### config.mk
export PLATFORM = sky130hd
export DESIGN_NAME = acr_host
export DESIGN_NICKNAME = d
export VERILOG_FILES = /design/src/hw/acr_host.v
export VERILOG_INCLUDE_DIRS = /design/src /design/src/hw
export SDC_FILE = /design/constraint.sdc
export NUM_CORES = 1
export LEC_CHECK = 0
export BUFFER_PORTS_ARGS = -buffer_cell sky130_fd_sc_hd__buf_4
export CAP_MARGIN = 15
export CORE_UTILIZATION = 38
export DETAILED_ROUTE_END_ITERATION = 8
export HOLD_SLACK_MARGIN = 0.15
export SYNTH_ARGS = -nofsm -noshare
export SYNTH_HDL_FRONTEND = slang
export SYNTH_SLANG_ARGS = --single-unit
export TNS_END_PERCENT = 10
### constraint.sdc
create_clock -name clk_sys_i -period 3.29 [get_ports clk_sys_i]
set_input_delay 0.329 -clock clk_sys_i [delete_from_list [all_inputs] [get_ports clk_sys_i]]
set_output_delay 0.329 -clock clk_sys_i [all_outputs]
set_load 0.03 [all_outputs]
### src/hw/acr_defines.vh
/*
  Timing constants for the sampling-converter host controller.
  Assumes a 200 MHz system clock; times are in ns.
*/
`ifndef ACR_DEFINES_VH
`define ACR_DEFINES_VH

`define ACR_CLK_PERIOD_NS    5
// Conversion time, worst case
`define ACR_CONV_MAX_NS      420
// End-of-conversion low, worst case
`define ACR_EOC_MAX_NS       110
// Mode sampling point after convert-start fall, worst case
`define ACR_MODE_SAMPLE_NS   530
// Settling after a read before the next start in high-speed mode
`define ACR_SETTLE_NS        30
// Power-up time with external reference
`define ACR_POWERUP_NS       1000
// Convert-start low pulse width in high-speed mode
`define ACR_START_LOW_NS     50
// Read strobe low width
`define ACR_READ_LOW_NS      20

// All times round up except power-up, which rounds down
`define ACR_CYC_UP(ns)   (((ns) + `ACR_CLK_PERIOD_NS - 1) / `ACR_CLK_PERIOD_NS)
`define ACR_CONV_CYC     `ACR_CYC_UP(`ACR_CONV_MAX_NS + `ACR_EOC_MAX_NS)
`define ACR_SAMPLE_CYC   `ACR_CYC_UP(`ACR_MODE_SAMPLE_NS)
`define ACR_SETTLE_CYC   `ACR_CYC_UP(`ACR_SETTLE_NS)
`define ACR_POWERUP_CYC  (`ACR_POWERUP_NS / `ACR_CLK_PERIOD_NS)
`define ACR_START_CYC    `ACR_CYC_UP(`ACR_START_LOW_NS)
`define ACR_READ_CYC     `ACR_CYC_UP(`ACR_READ_LOW_NS)

`define ACR_CNT_W        8
`define ACR_DATA_W       8
`define ACR_CHAN_W       3

`endif

### src/hw/acr_host.v
/*
  Host controller for an 8-bit multi-channel sampling converter with a
  parallel read port. Drives convert-start, chip-select, read strobe and
  channel address; collects results.
  Assumes the converter's end-of-conversion and data pins arrive
  asynchronously and are synchronised here; one 200 MHz clock.
*/
`include "acr_defines.vh"
`timescale 1ns/1ps
`default_nettype none

module acr_host (
  // Clock and reset
  input  wire                      clk_sys_i,
  input  wire                      rst_i,
  // User request
  input  wire                      start_i,
  input  wire                      power_down_i,
  input  wire [`ACR_CHAN_W-1:0]    next_chan_i,
  output wire                      ready_o,
  // User result
  output reg  [`ACR_DATA_W-1:0]    result_q_o,
  output reg  [`ACR_CHAN_W-1:0]    result_chan_o,
  output reg                       result_valid_o,
  // Converter pins
  output reg                       convert_start_n_o,
  output reg                       chip_select_n_o,
  output reg                       read_n_o,
  output reg  [`ACR_CHAN_W-1:0]    channel_addr_o,
  input  wire                      eoc_n_i,
  input  wire [`ACR_DATA_W-1:0]    data_i
);

  // ----------------------------------------------------------------
  // States
  // ----------------------------------------------------------------
  localparam [6:0] S_IDLE  = 7'h01;
  localparam [6:0] S_PWRUP = 7'h02;
  localparam [6:0] S_LOW   = 7'h04;
  localparam [6:0] S_WAIT  = 7'h08;
  localparam [6:0] S_READ  = 7'h10;
  localparam [6:0] S_HOLD  = 7'h20;
  localparam [6:0] S_GAP   = 7'h40;

  // Counts are worked out as integers, then cut to the counter width
  localparam integer CONV_CYC_I   = `ACR_CONV_CYC;
  localparam integer SAMPLE_CYC_I = `ACR_SAMPLE_CYC;
  localparam integer SETTLE_CYC_I = `ACR_SETTLE_CYC;
  localparam integer START_CYC_I  = `ACR_START_CYC;
  localparam integer READ_CYC_I   = `ACR_READ_CYC;
  localparam integer PWRUP_CYC_I  = `ACR_POWERUP_CYC;

  localparam [`ACR_CNT_W-1:0] CONV_CYC   = CONV_CYC_I[`ACR_CNT_W-1:0];
  localparam [`ACR_CNT_W-1:0] SAMPLE_CYC = SAMPLE_CYC_I[`ACR_CNT_W-1:0];
  localparam [`ACR_CNT_W-1:0] SETTLE_CYC = SETTLE_CYC_I[`ACR_CNT_W-1:0];
  localparam [`ACR_CNT_W-1:0] START_CYC  = START_CYC_I[`ACR_CNT_W-1:0];
  localparam [`ACR_CNT_W-1:0] READ_CYC   = READ_CYC_I[`ACR_CNT_W-1:0];
  localparam [`ACR_CNT_W-1:0] PWRUP_CYC  = PWRUP_CYC_I[`ACR_CNT_W-1:0];

  reg [6:0]             state_q;
  reg [`ACR_CNT_W-1:0]  cnt_q;
  reg                   pd_mode_q;
  reg                   asleep_q;
  reg                   eoc_meta_q;
  reg                   eoc_sync_q;
  reg [`ACR_DATA_W-1:0] data_meta_q;
  reg [`ACR_DATA_W-1:0] data_sync_q;

  // Start is ignored outside idle; ready_o is high only in idle
  assign ready_o = state_q[0];

  // ----------------------------------------------------------------
  // Counter compare
  // ----------------------------------------------------------------
  // True on the last cycle of a phase that lasts lim cycles
  function cnt_at;
    input [`ACR_CNT_W-1:0] cnt;
    input [`ACR_CNT_W-1:0] lim;
    cnt_at = (cnt >= lim - 8'h01);
  endfunction

  // ----------------------------------------------------------------
  // Pin synchronisers
  // ----------------------------------------------------------------
  always @(posedge clk_sys_i) begin
    if (rst_i) begin
      // Idle levels, so reset gives no false end-of-conversion
      eoc_meta_q  <= 1'b1;
      eoc_sync_q  <= 1'b1;
      data_meta_q <= 8'h00;
      data_sync_q <= 8'h00;
    end else begin
      eoc_meta_q  <= eoc_n_i;
      eoc_sync_q  <= eoc_meta_q;
      data_meta_q <= data_i;
      data_sync_q <= data_meta_q;
    end
  end

  // ----------------------------------------------------------------
  // Sequencer
  // ----------------------------------------------------------------
  always @(posedge clk_sys_i) begin
    if (rst_i) begin
      state_q           <= S_IDLE;
      cnt_q             <= 8'h00;
      pd_mode_q         <= 1'b0;
      // Device comes up from supply in low-current mode
      asleep_q          <= 1'b1;
      convert_start_n_o <= 1'b1;
      chip_select_n_o   <= 1'b1;
      read_n_o          <= 1'b1;
      channel_addr_o    <= 3'h0;
      result_q_o        <= 8'h00;
      result_chan_o     <= 3'h0;
      result_valid_o    <= 1'b0;
    end else begin
      result_valid_o <= 1'b0;
      case (state_q)
        S_IDLE: begin
          cnt_q <= 8'h00;
          if (start_i) begin
            pd_mode_q <= power_down_i;
            if (asleep_q) begin
              // Rising edge already sits on the pin; wait out power-up
              state_q <= S_PWRUP;
            end else begin
              convert_start_n_o <= 1'b0;
              state_q           <= S_LOW;
            end
          end
        end
        S_PWRUP: begin
          cnt_q <= cnt_q + 8'h01;
          if (cnt_at(cnt_q, PWRUP_CYC)) begin
            asleep_q          <= 1'b0;
            cnt_q             <= 8'h00;
            convert_start_n_o <= 1'b0;
            state_q           <= S_LOW;
          end
        end
        S_LOW: begin
          cnt_q <= cnt_q + 8'h01;
          // High speed: rise long before end-of-conversion falls
          if (!pd_mode_q && cnt_at(cnt_q, START_CYC)) begin
            convert_start_n_o <= 1'b1;
          end
          // Power-down: keep low past the sampling point, then the low
          // pulse ends well short of power-up time
          if (pd_mode_q && cnt_at(cnt_q, SAMPLE_CYC)) begin
            asleep_q <= 1'b1;
          end
          if (cnt_at(cnt_q, CONV_CYC)) begin
            cnt_q <= 8'h00;
            // Address settles a cycle before the read strobe falls
            channel_addr_o <= next_chan_i;
            state_q <= S_WAIT;
          end
        end
        S_WAIT: begin
          // Result is held in the output register; read at any time
          chip_select_n_o <= 1'b0;
          read_n_o        <= 1'b0;
          state_q         <= S_READ;
        end
        S_READ: begin
          cnt_q <= cnt_q + 8'h01;
          // Data pins pass two flops, so wait for them before sampling
          if (cnt_q >= READ_CYC + 8'h01) begin
            result_q_o      <= data_sync_q;
            result_chan_o   <= channel_addr_o;
            result_valid_o  <= 1'b1;
            read_n_o        <= 1'b1;
            chip_select_n_o <= 1'b1;
            cnt_q           <= 8'h00;
            state_q         <= S_GAP;
          end
        end
        S_GAP: begin
          cnt_q <= cnt_q + 8'h01;
          if (cnt_at(cnt_q, SETTLE_CYC)) begin
            cnt_q   <= 8'h00;
            state_q <= S_HOLD;
          end
        end
        S_HOLD: begin
          // Raise convert-start only once end-of-conversion is high again,
          // which in power-down mode is the wake edge
          if (eoc_sync_q) begin
            convert_start_n_o <= 1'b1;
            state_q           <= S_IDLE;
          end
        end
        default: begin
          state_q <= S_IDLE;
        end
      endcase
    end
  end

endmodule

`default_nettype wire

Word level (Yosys, flattened, before mapping). Cells that the tools add are included.

Logic and storage cells: 75. Register bits after elaboration: 52.

Magnitude comparators: 4. Add/sub/neg operators: 1. Bitwise gates (word level): 1. Reduce and logical (&&, ||, !) cells: 16. Mux-type cells: 23. Equal/unequal tests: 16.

Operator list (count): case mux 7 bit (7 select lines) (1); 2-to-1 mux 7 bit (6); case mux 8 bit (4 select lines) (1); 2-to-1 mux 8 bit (3); != test 2 bit, second input constant (9); AND reduction 6 bit (2); adder 8 x 1 -> 8 bit, second input constant (1); greater-or-equal comparator 8 x 3 -> 1 bit, second input constant (1); greater-or-equal comparator 8 x 4 -> 1 bit, second input constant (1); greater-or-equal comparator 8 x 7 -> 1 bit, second input constant (1); greater-or-equal comparator 8 bit, second input constant (1); 2-to-1 mux 1 bit (8); AND reduction 2 bit (4); nonzero test 4 bit (2); equality test 7 x 1 -> 1 bit, second input constant (1); equality test 7 x 2 -> 1 bit, second input constant (1); equality test 7 x 3 -> 1 bit, second input constant (1); equality test 7 x 4 -> 1 bit, second input constant (1); equality test 7 x 5 -> 1 bit, second input constant (1); equality test 7 x 6 -> 1 bit, second input constant (1); equality test 7 bit, second input constant (1); case mux 1 bit (2 select lines) (2); case mux 1 bit (4 select lines) (1); nonzero test 2 bit (2); 6 further kinds (8).

Depth between registers and ports, before layout.
Depth in word-level cells: 4. Depth in mapped cells: 8.

Worst setup path after synthesis. Ideal clock, no wire load.

Path type: reg-to-reg. Start point: register cnt_q[4]. End point: register cnt_q[2]. Arrival: 2.010 ns. Cell stages (with the launch flop): 7. Data required time: 3.232 ns. Slack: 1.222 ns. Cells stage by stage: dfxtp_1 > or4_4 > a211o_1 > o311a_4 > buf_6 > nor4b_2 > a211o_1.

Word-level cells in the longest chain between the ends: 3. Elaborated cells between the ends (all ways): 7. Classes of those cells: order compare: 3; mux: 4.

Ends and longest elaborated chain: from (decl) (line acr_host.v:61) `` reg [`ACR_CNT_W-1:0] cnt_q; ``; from (signal assigned) (line acr_host.v:134) `cnt_q <= cnt_q + 8'h01;`; from (signal assigned) (line acr_host.v:143) `cnt_q <= cnt_q + 8'h01;`; from (signal assigned) (line acr_host.v:167) `cnt_q <= cnt_q + 8'h01;`; greater-or-equal comparator 8 x 3 -> 1 bit (tied with other cells) (line acr_host.v:79, acr_host.v:169); 2-to-1 mux 8 bit (on tied branches); case mux 8 bit (4 select lines) * (line acr_host.v:119) `case (state_q)`.

Mark *: on every way between the ends. The rest lies on a longest branch, timed or not. A chain may end at the register's enable or synchronous reset.

Worst setup path after layout.
Start point: register cnt_q[0]. End point: register cnt_q[5].

Word-level cells in the longest chain between the ends: 3. Elaborated cells between the ends (all ways): 8. Classes of those cells: add/sub: 1; order compare: 3; mux: 4.

Ends and longest elaborated chain (line): adder 8 x 1 -> 8 bit (tied with other cells); 2-to-1 mux 8 bit (on tied branches); case mux 8 bit (4 select lines) * (acr_host.v:119).

Marks and branches as above.

==> metrics.md <==
| Metric | Value |
|---|---|
| Clock sink count | `52` |
| Power Internal | `around 1.1 mW` |
| Via count | `roughly 1.8k` |
| Global Route Usage Sum | `0.147` |
| CTS H-tree depth | `2` |
| Register area | `about 1000 um^2` |
| Max clock buf depth | `2` |
| Share of the synthesized area in the top cell type | `0.467` |
| Crit path required time | `3.54 ns` |
| Pwr per Cell Area | `585 nW/um^2` |
| Critical Path End Type | `register` |
| # setup viols final | `0` |
| RSZ-0062 raised after global routing | `false` |
| VDD IR max | `0.000259 V` |
| Initial antenna violation count | `0` |
| Met2 Use GR | `0.229` |
| N_diodes | `0` |
| Setup tns final | `0 ns` |
| Height of the chip | `just under 80 um` |
| Crit start category | `register` |
| Asr flop ratio synth | `0` |
| FF-to-FF End | `cnt_q[5]` |
| Setup bufs post-CTS | `0` |
| Layout cells sized above 1 | `0.189` |
| Clk network pwr share | `0.289` |
| Sw frac | `0.314` |
| Global-route wire length before repair | `just over 7000 um` |
| Max Fclk | `between 400 and 500 MHz` |
| Hold Path Origin | `eoc_n_i` |
| Crit path max fanout | `13` |
| Yosys warnings | `0` |
| Worst slew margin | `0.574` |
| Initial Util | `0.400` |
| Flops & latches, synth | `between 50 and 60` |
| Fin nets | `293` |
| Hold Path Sink | `eoc_meta_q` |
| Post-synthesis sequential area ratio | `0.467` |
| # hold bufs at CTS | `0` |
| CTS tree | `built` |
| Crit Path Class | `reg2reg` |
| Number of CTS-inserted buffers | `5` |
| Post-synthesis simple-gate area fraction | `0.265` |
| Most used routing layer in global routing | `met2` |
| Top FF cell, synth | `dfxtp_1` |
| Post-CTS Resized | `0` |
| FP Rows | `27` |
| Filler cell count | `549` |
| Area of the multi-input gates | `1080 um^2` |
| Max Cap Viol | `0` |
| Cells after synthesis | `around 250` |
| Placer Congestion | `~0.85` |
| Status | `complete, no violations` |
| Slew @ Worst Pin | `about 0.62 ns` |
| Worst hold slack | `between 0.2 and 0.25 ns` |
| Avg Cell Area, Syn | `just under 9 um^2` |
| Vias in the first global route | `between 1.5k and 2k` |
| Final Skew | `roughly 0.011 ns` |
| Core box area | `5570 um^2` |
| Min Tclk post-route | `roughly 2.4 ns` |
| Combinational power share | `0.242` |
| Die X-Extent | `between 70 and 80 um` |
| Grt met3 use | `0.0372` |
| Slowest stage delay, CP | `0.62 ns` |
| Initial drt markers | `125` |
| Hold path cells | `2` |
| Area after DPL | `~2500 um^2` |
| Number of remaining DRC errors | `0` |
| Clk root buf | `clkbuf_8` |
| R2R Setup Slk | `0.90 ns` |
| Count of different cell masters after synthesis | `46` |
| Fin. Hold Viols | `0` |
| Synth area leader | `dfxtp_1` |
| Clock Latency Late Sink | `approximately 0.30 ns` |
| Routed len/inst | `~13 um` |
| Slowest cell on crit path | `a2111oi_0` |
| Reg-to-Reg Start | `cnt_q[0]` |
| Routed WL | `approximately 4400 um` |
| Largest family of logic cells by synthesized area | `simple AND/OR/NAND/NOR gates` |
| Max Slew Vio Count | `0` |
| Placed cell count | `between 300 and 400` |
| Mux share of post-synthesis cell area | `0.0135` |
| EDFF count, synth | `0` |
| Sequential power share | `0.470` |
| Net count after synthesis | `268` |
| Post-Syn Area | `~2200 um^2` |
| Post-Synth XOR/XNOR Area | `0.0118` |
| Final Cycle Share | `0.727` |
| Clock transition at the registers of the reported paths | `around 0.090 ns` |
| Largest net degree at the start of global routing | `59` |
| Top cells by area, synth | `dfxtp_1 47%, nor2b_1 5.3%, nand2_1 5.2%, a21oi_1 4.7%, clkbuf_1 2.4%` |
| P_sw | `0.481 mW` |
| # IOs | `35` |
| Grt ovf | `0` |
| Pre-Repair DR Iteration Count | `4` |
| Vias per cell | `5.14` |
| Worst-path cell chain | `ha_1 > a2111oi_0 > o2111ai_1 > o311a_4 > nor4b_1 > a211o_1` |
| Critical path arrival | `approximately 2.6 ns` |
| Post-route cell area | `roughly 2600 um^2` |
| Port Buffers | `34` |
| Adder-cell share of the synthesized area | `0.0169` |
| Final Instance Count excl. Fillers | `347` |
| Met1 usage | `0.194` |
| Compound-Gate Fraction of Synth Area | `0.176` |
| Remaining antenna violation count | `0` |
| Reg2reg path depth | `6` |
| Final HPWL DP | `roughly 3000 um` |
| Die ar. | `6170 um^2` |
| Leak Pwr | `1.02 nW` |
| Syn-to-layout area delta | `17.6%` |
| Worst min-delay path class | `in2reg` |
[layout make-up]
type / instances / area share
Clock buffer: 6 / 0.0277
Timing Repair Buffer: 36 / 0.103
Clock inverter: 2 / 0.0148
Tap cell: 72 / 0.0344
Multi-Input combinational cell: 171 / 0.411
Sequential cell: 52 / 0.398
Inverter: 8 / 0.0115
[metrics by stage]
step / util / total power, mW / setup slack (ns)
2_1_floorplan: - / 1.00 / 1.22
3_3_place_gp: 0.450 / 1.11 / 1.08
3_5_place_dp: 0.450 / 1.10 / 1.03
4_1_cts: 0.470 / 1.54 / 0.967
5_1_grt: 0.470 / 1.61 / 0.712
6_report: 0.470 / 1.53 / 0.899
[state kept, by name (all words and copies together) (netlist names)]
register,flops
cnt_q,8
state_q,7
result_chan_o,3
data_meta_q,8
eoc_meta_q,1
channel_addr_o,3
asleep_q,1
eoc_sync_q,1
result_q_o,8
read_n_o,1
convert_start_n_o,1
data_sync_q,8
result_valid_o,1
pd_mode_q,1
[cell usage in the layout (no fill, tap or decap), types with 2 or more instances in the layout]
cell,count
xnor2_1,2
a21o_1,2
or2_2,2
nand3_1,6
a21oi_1,21
nand2_1,31
o41ai_1,3
inv_1,8
nand4_1,4
a211oi_1,3
or3_1,2
o2111ai_1,4
and3_1,4
o211ai_1,3
buf_4,36
nand2b_1,4
nor2_1,11
nor3b_1,3
nor4b_1,4
ha_1,3
dfxtp_1,52
o21ai_1,2
nor2b_1,19
nor3_1,9
a211o_1,4
clkbuf_8,5
mux2i_1,3
nor4b_2,2
nor4_1,2
o21ai_0,5
[worst max-delay path, delay by kind of cell, from the launching register on]
kind / cells / cell delay (ns)
adder cells (fa/ha/maj): 1 / 0.25
AO/OA/AOI/OAI: 4 / 1.42
AND/OR/NAND/NOR: 1 / 0.30
flip-flops: 1 / 0.36
[power groups by stage]
stage               Clock (mW)  Combinational, mW  Sequential (mW)
global placement             0              0.374            0.733
detailed placement           0              0.368            0.733
floorplan                    0              0.284            0.717
CTS                      0.454              0.371            0.718
global route             0.473              0.412            0.729
finish                   0.442              0.370            0.719
[worst max path at each step]
stage	from	end	cells after the start
6_report	cnt_q[0]	cnt_q[5]	6
5_1_grt	cnt_q[0]	cnt_q[5]	6
4_1_cts	cnt_q[0]	cnt_q[5]	6
3_5_place_dp	cnt_q[0]	cnt_q[5]	6
3_3_place_gp	cnt_q[0]	state_q[6]	6
2_1_floorplan	cnt_q[4]	cnt_q[2]	6
[synthesized netlist by cell type, types with 5 or more instances]
library cell / count
dfxtp_1: 52
nand2_1: 31
a21oi_1: 21
nor2b_1: 19
clkbuf_1: 14
nor2_1: 11
nor3_1: 9
inv_1: 8
nand3_1: 6
o21ai_0: 5
[layer usage]
layer,vias to the layer above,wire length [um]
met5,-,0
met4,0,59
met3,6,248
met2,46,1990
met1,798,2090
li1,935,-
[cell families (layout without fill, tap and decap cells)]
logic type                 count (synthesis)  after routing
buffers and inverters                     26             52
muxes                                      3              3
adders and majority gates                  3              3
and+or+nand+nor                          107            107
AOI/OAI and AO/OA                         55             55
DFF                                       52             52
xor gates and xnor gates                   3              3
(Power assumes the default switching activity.)
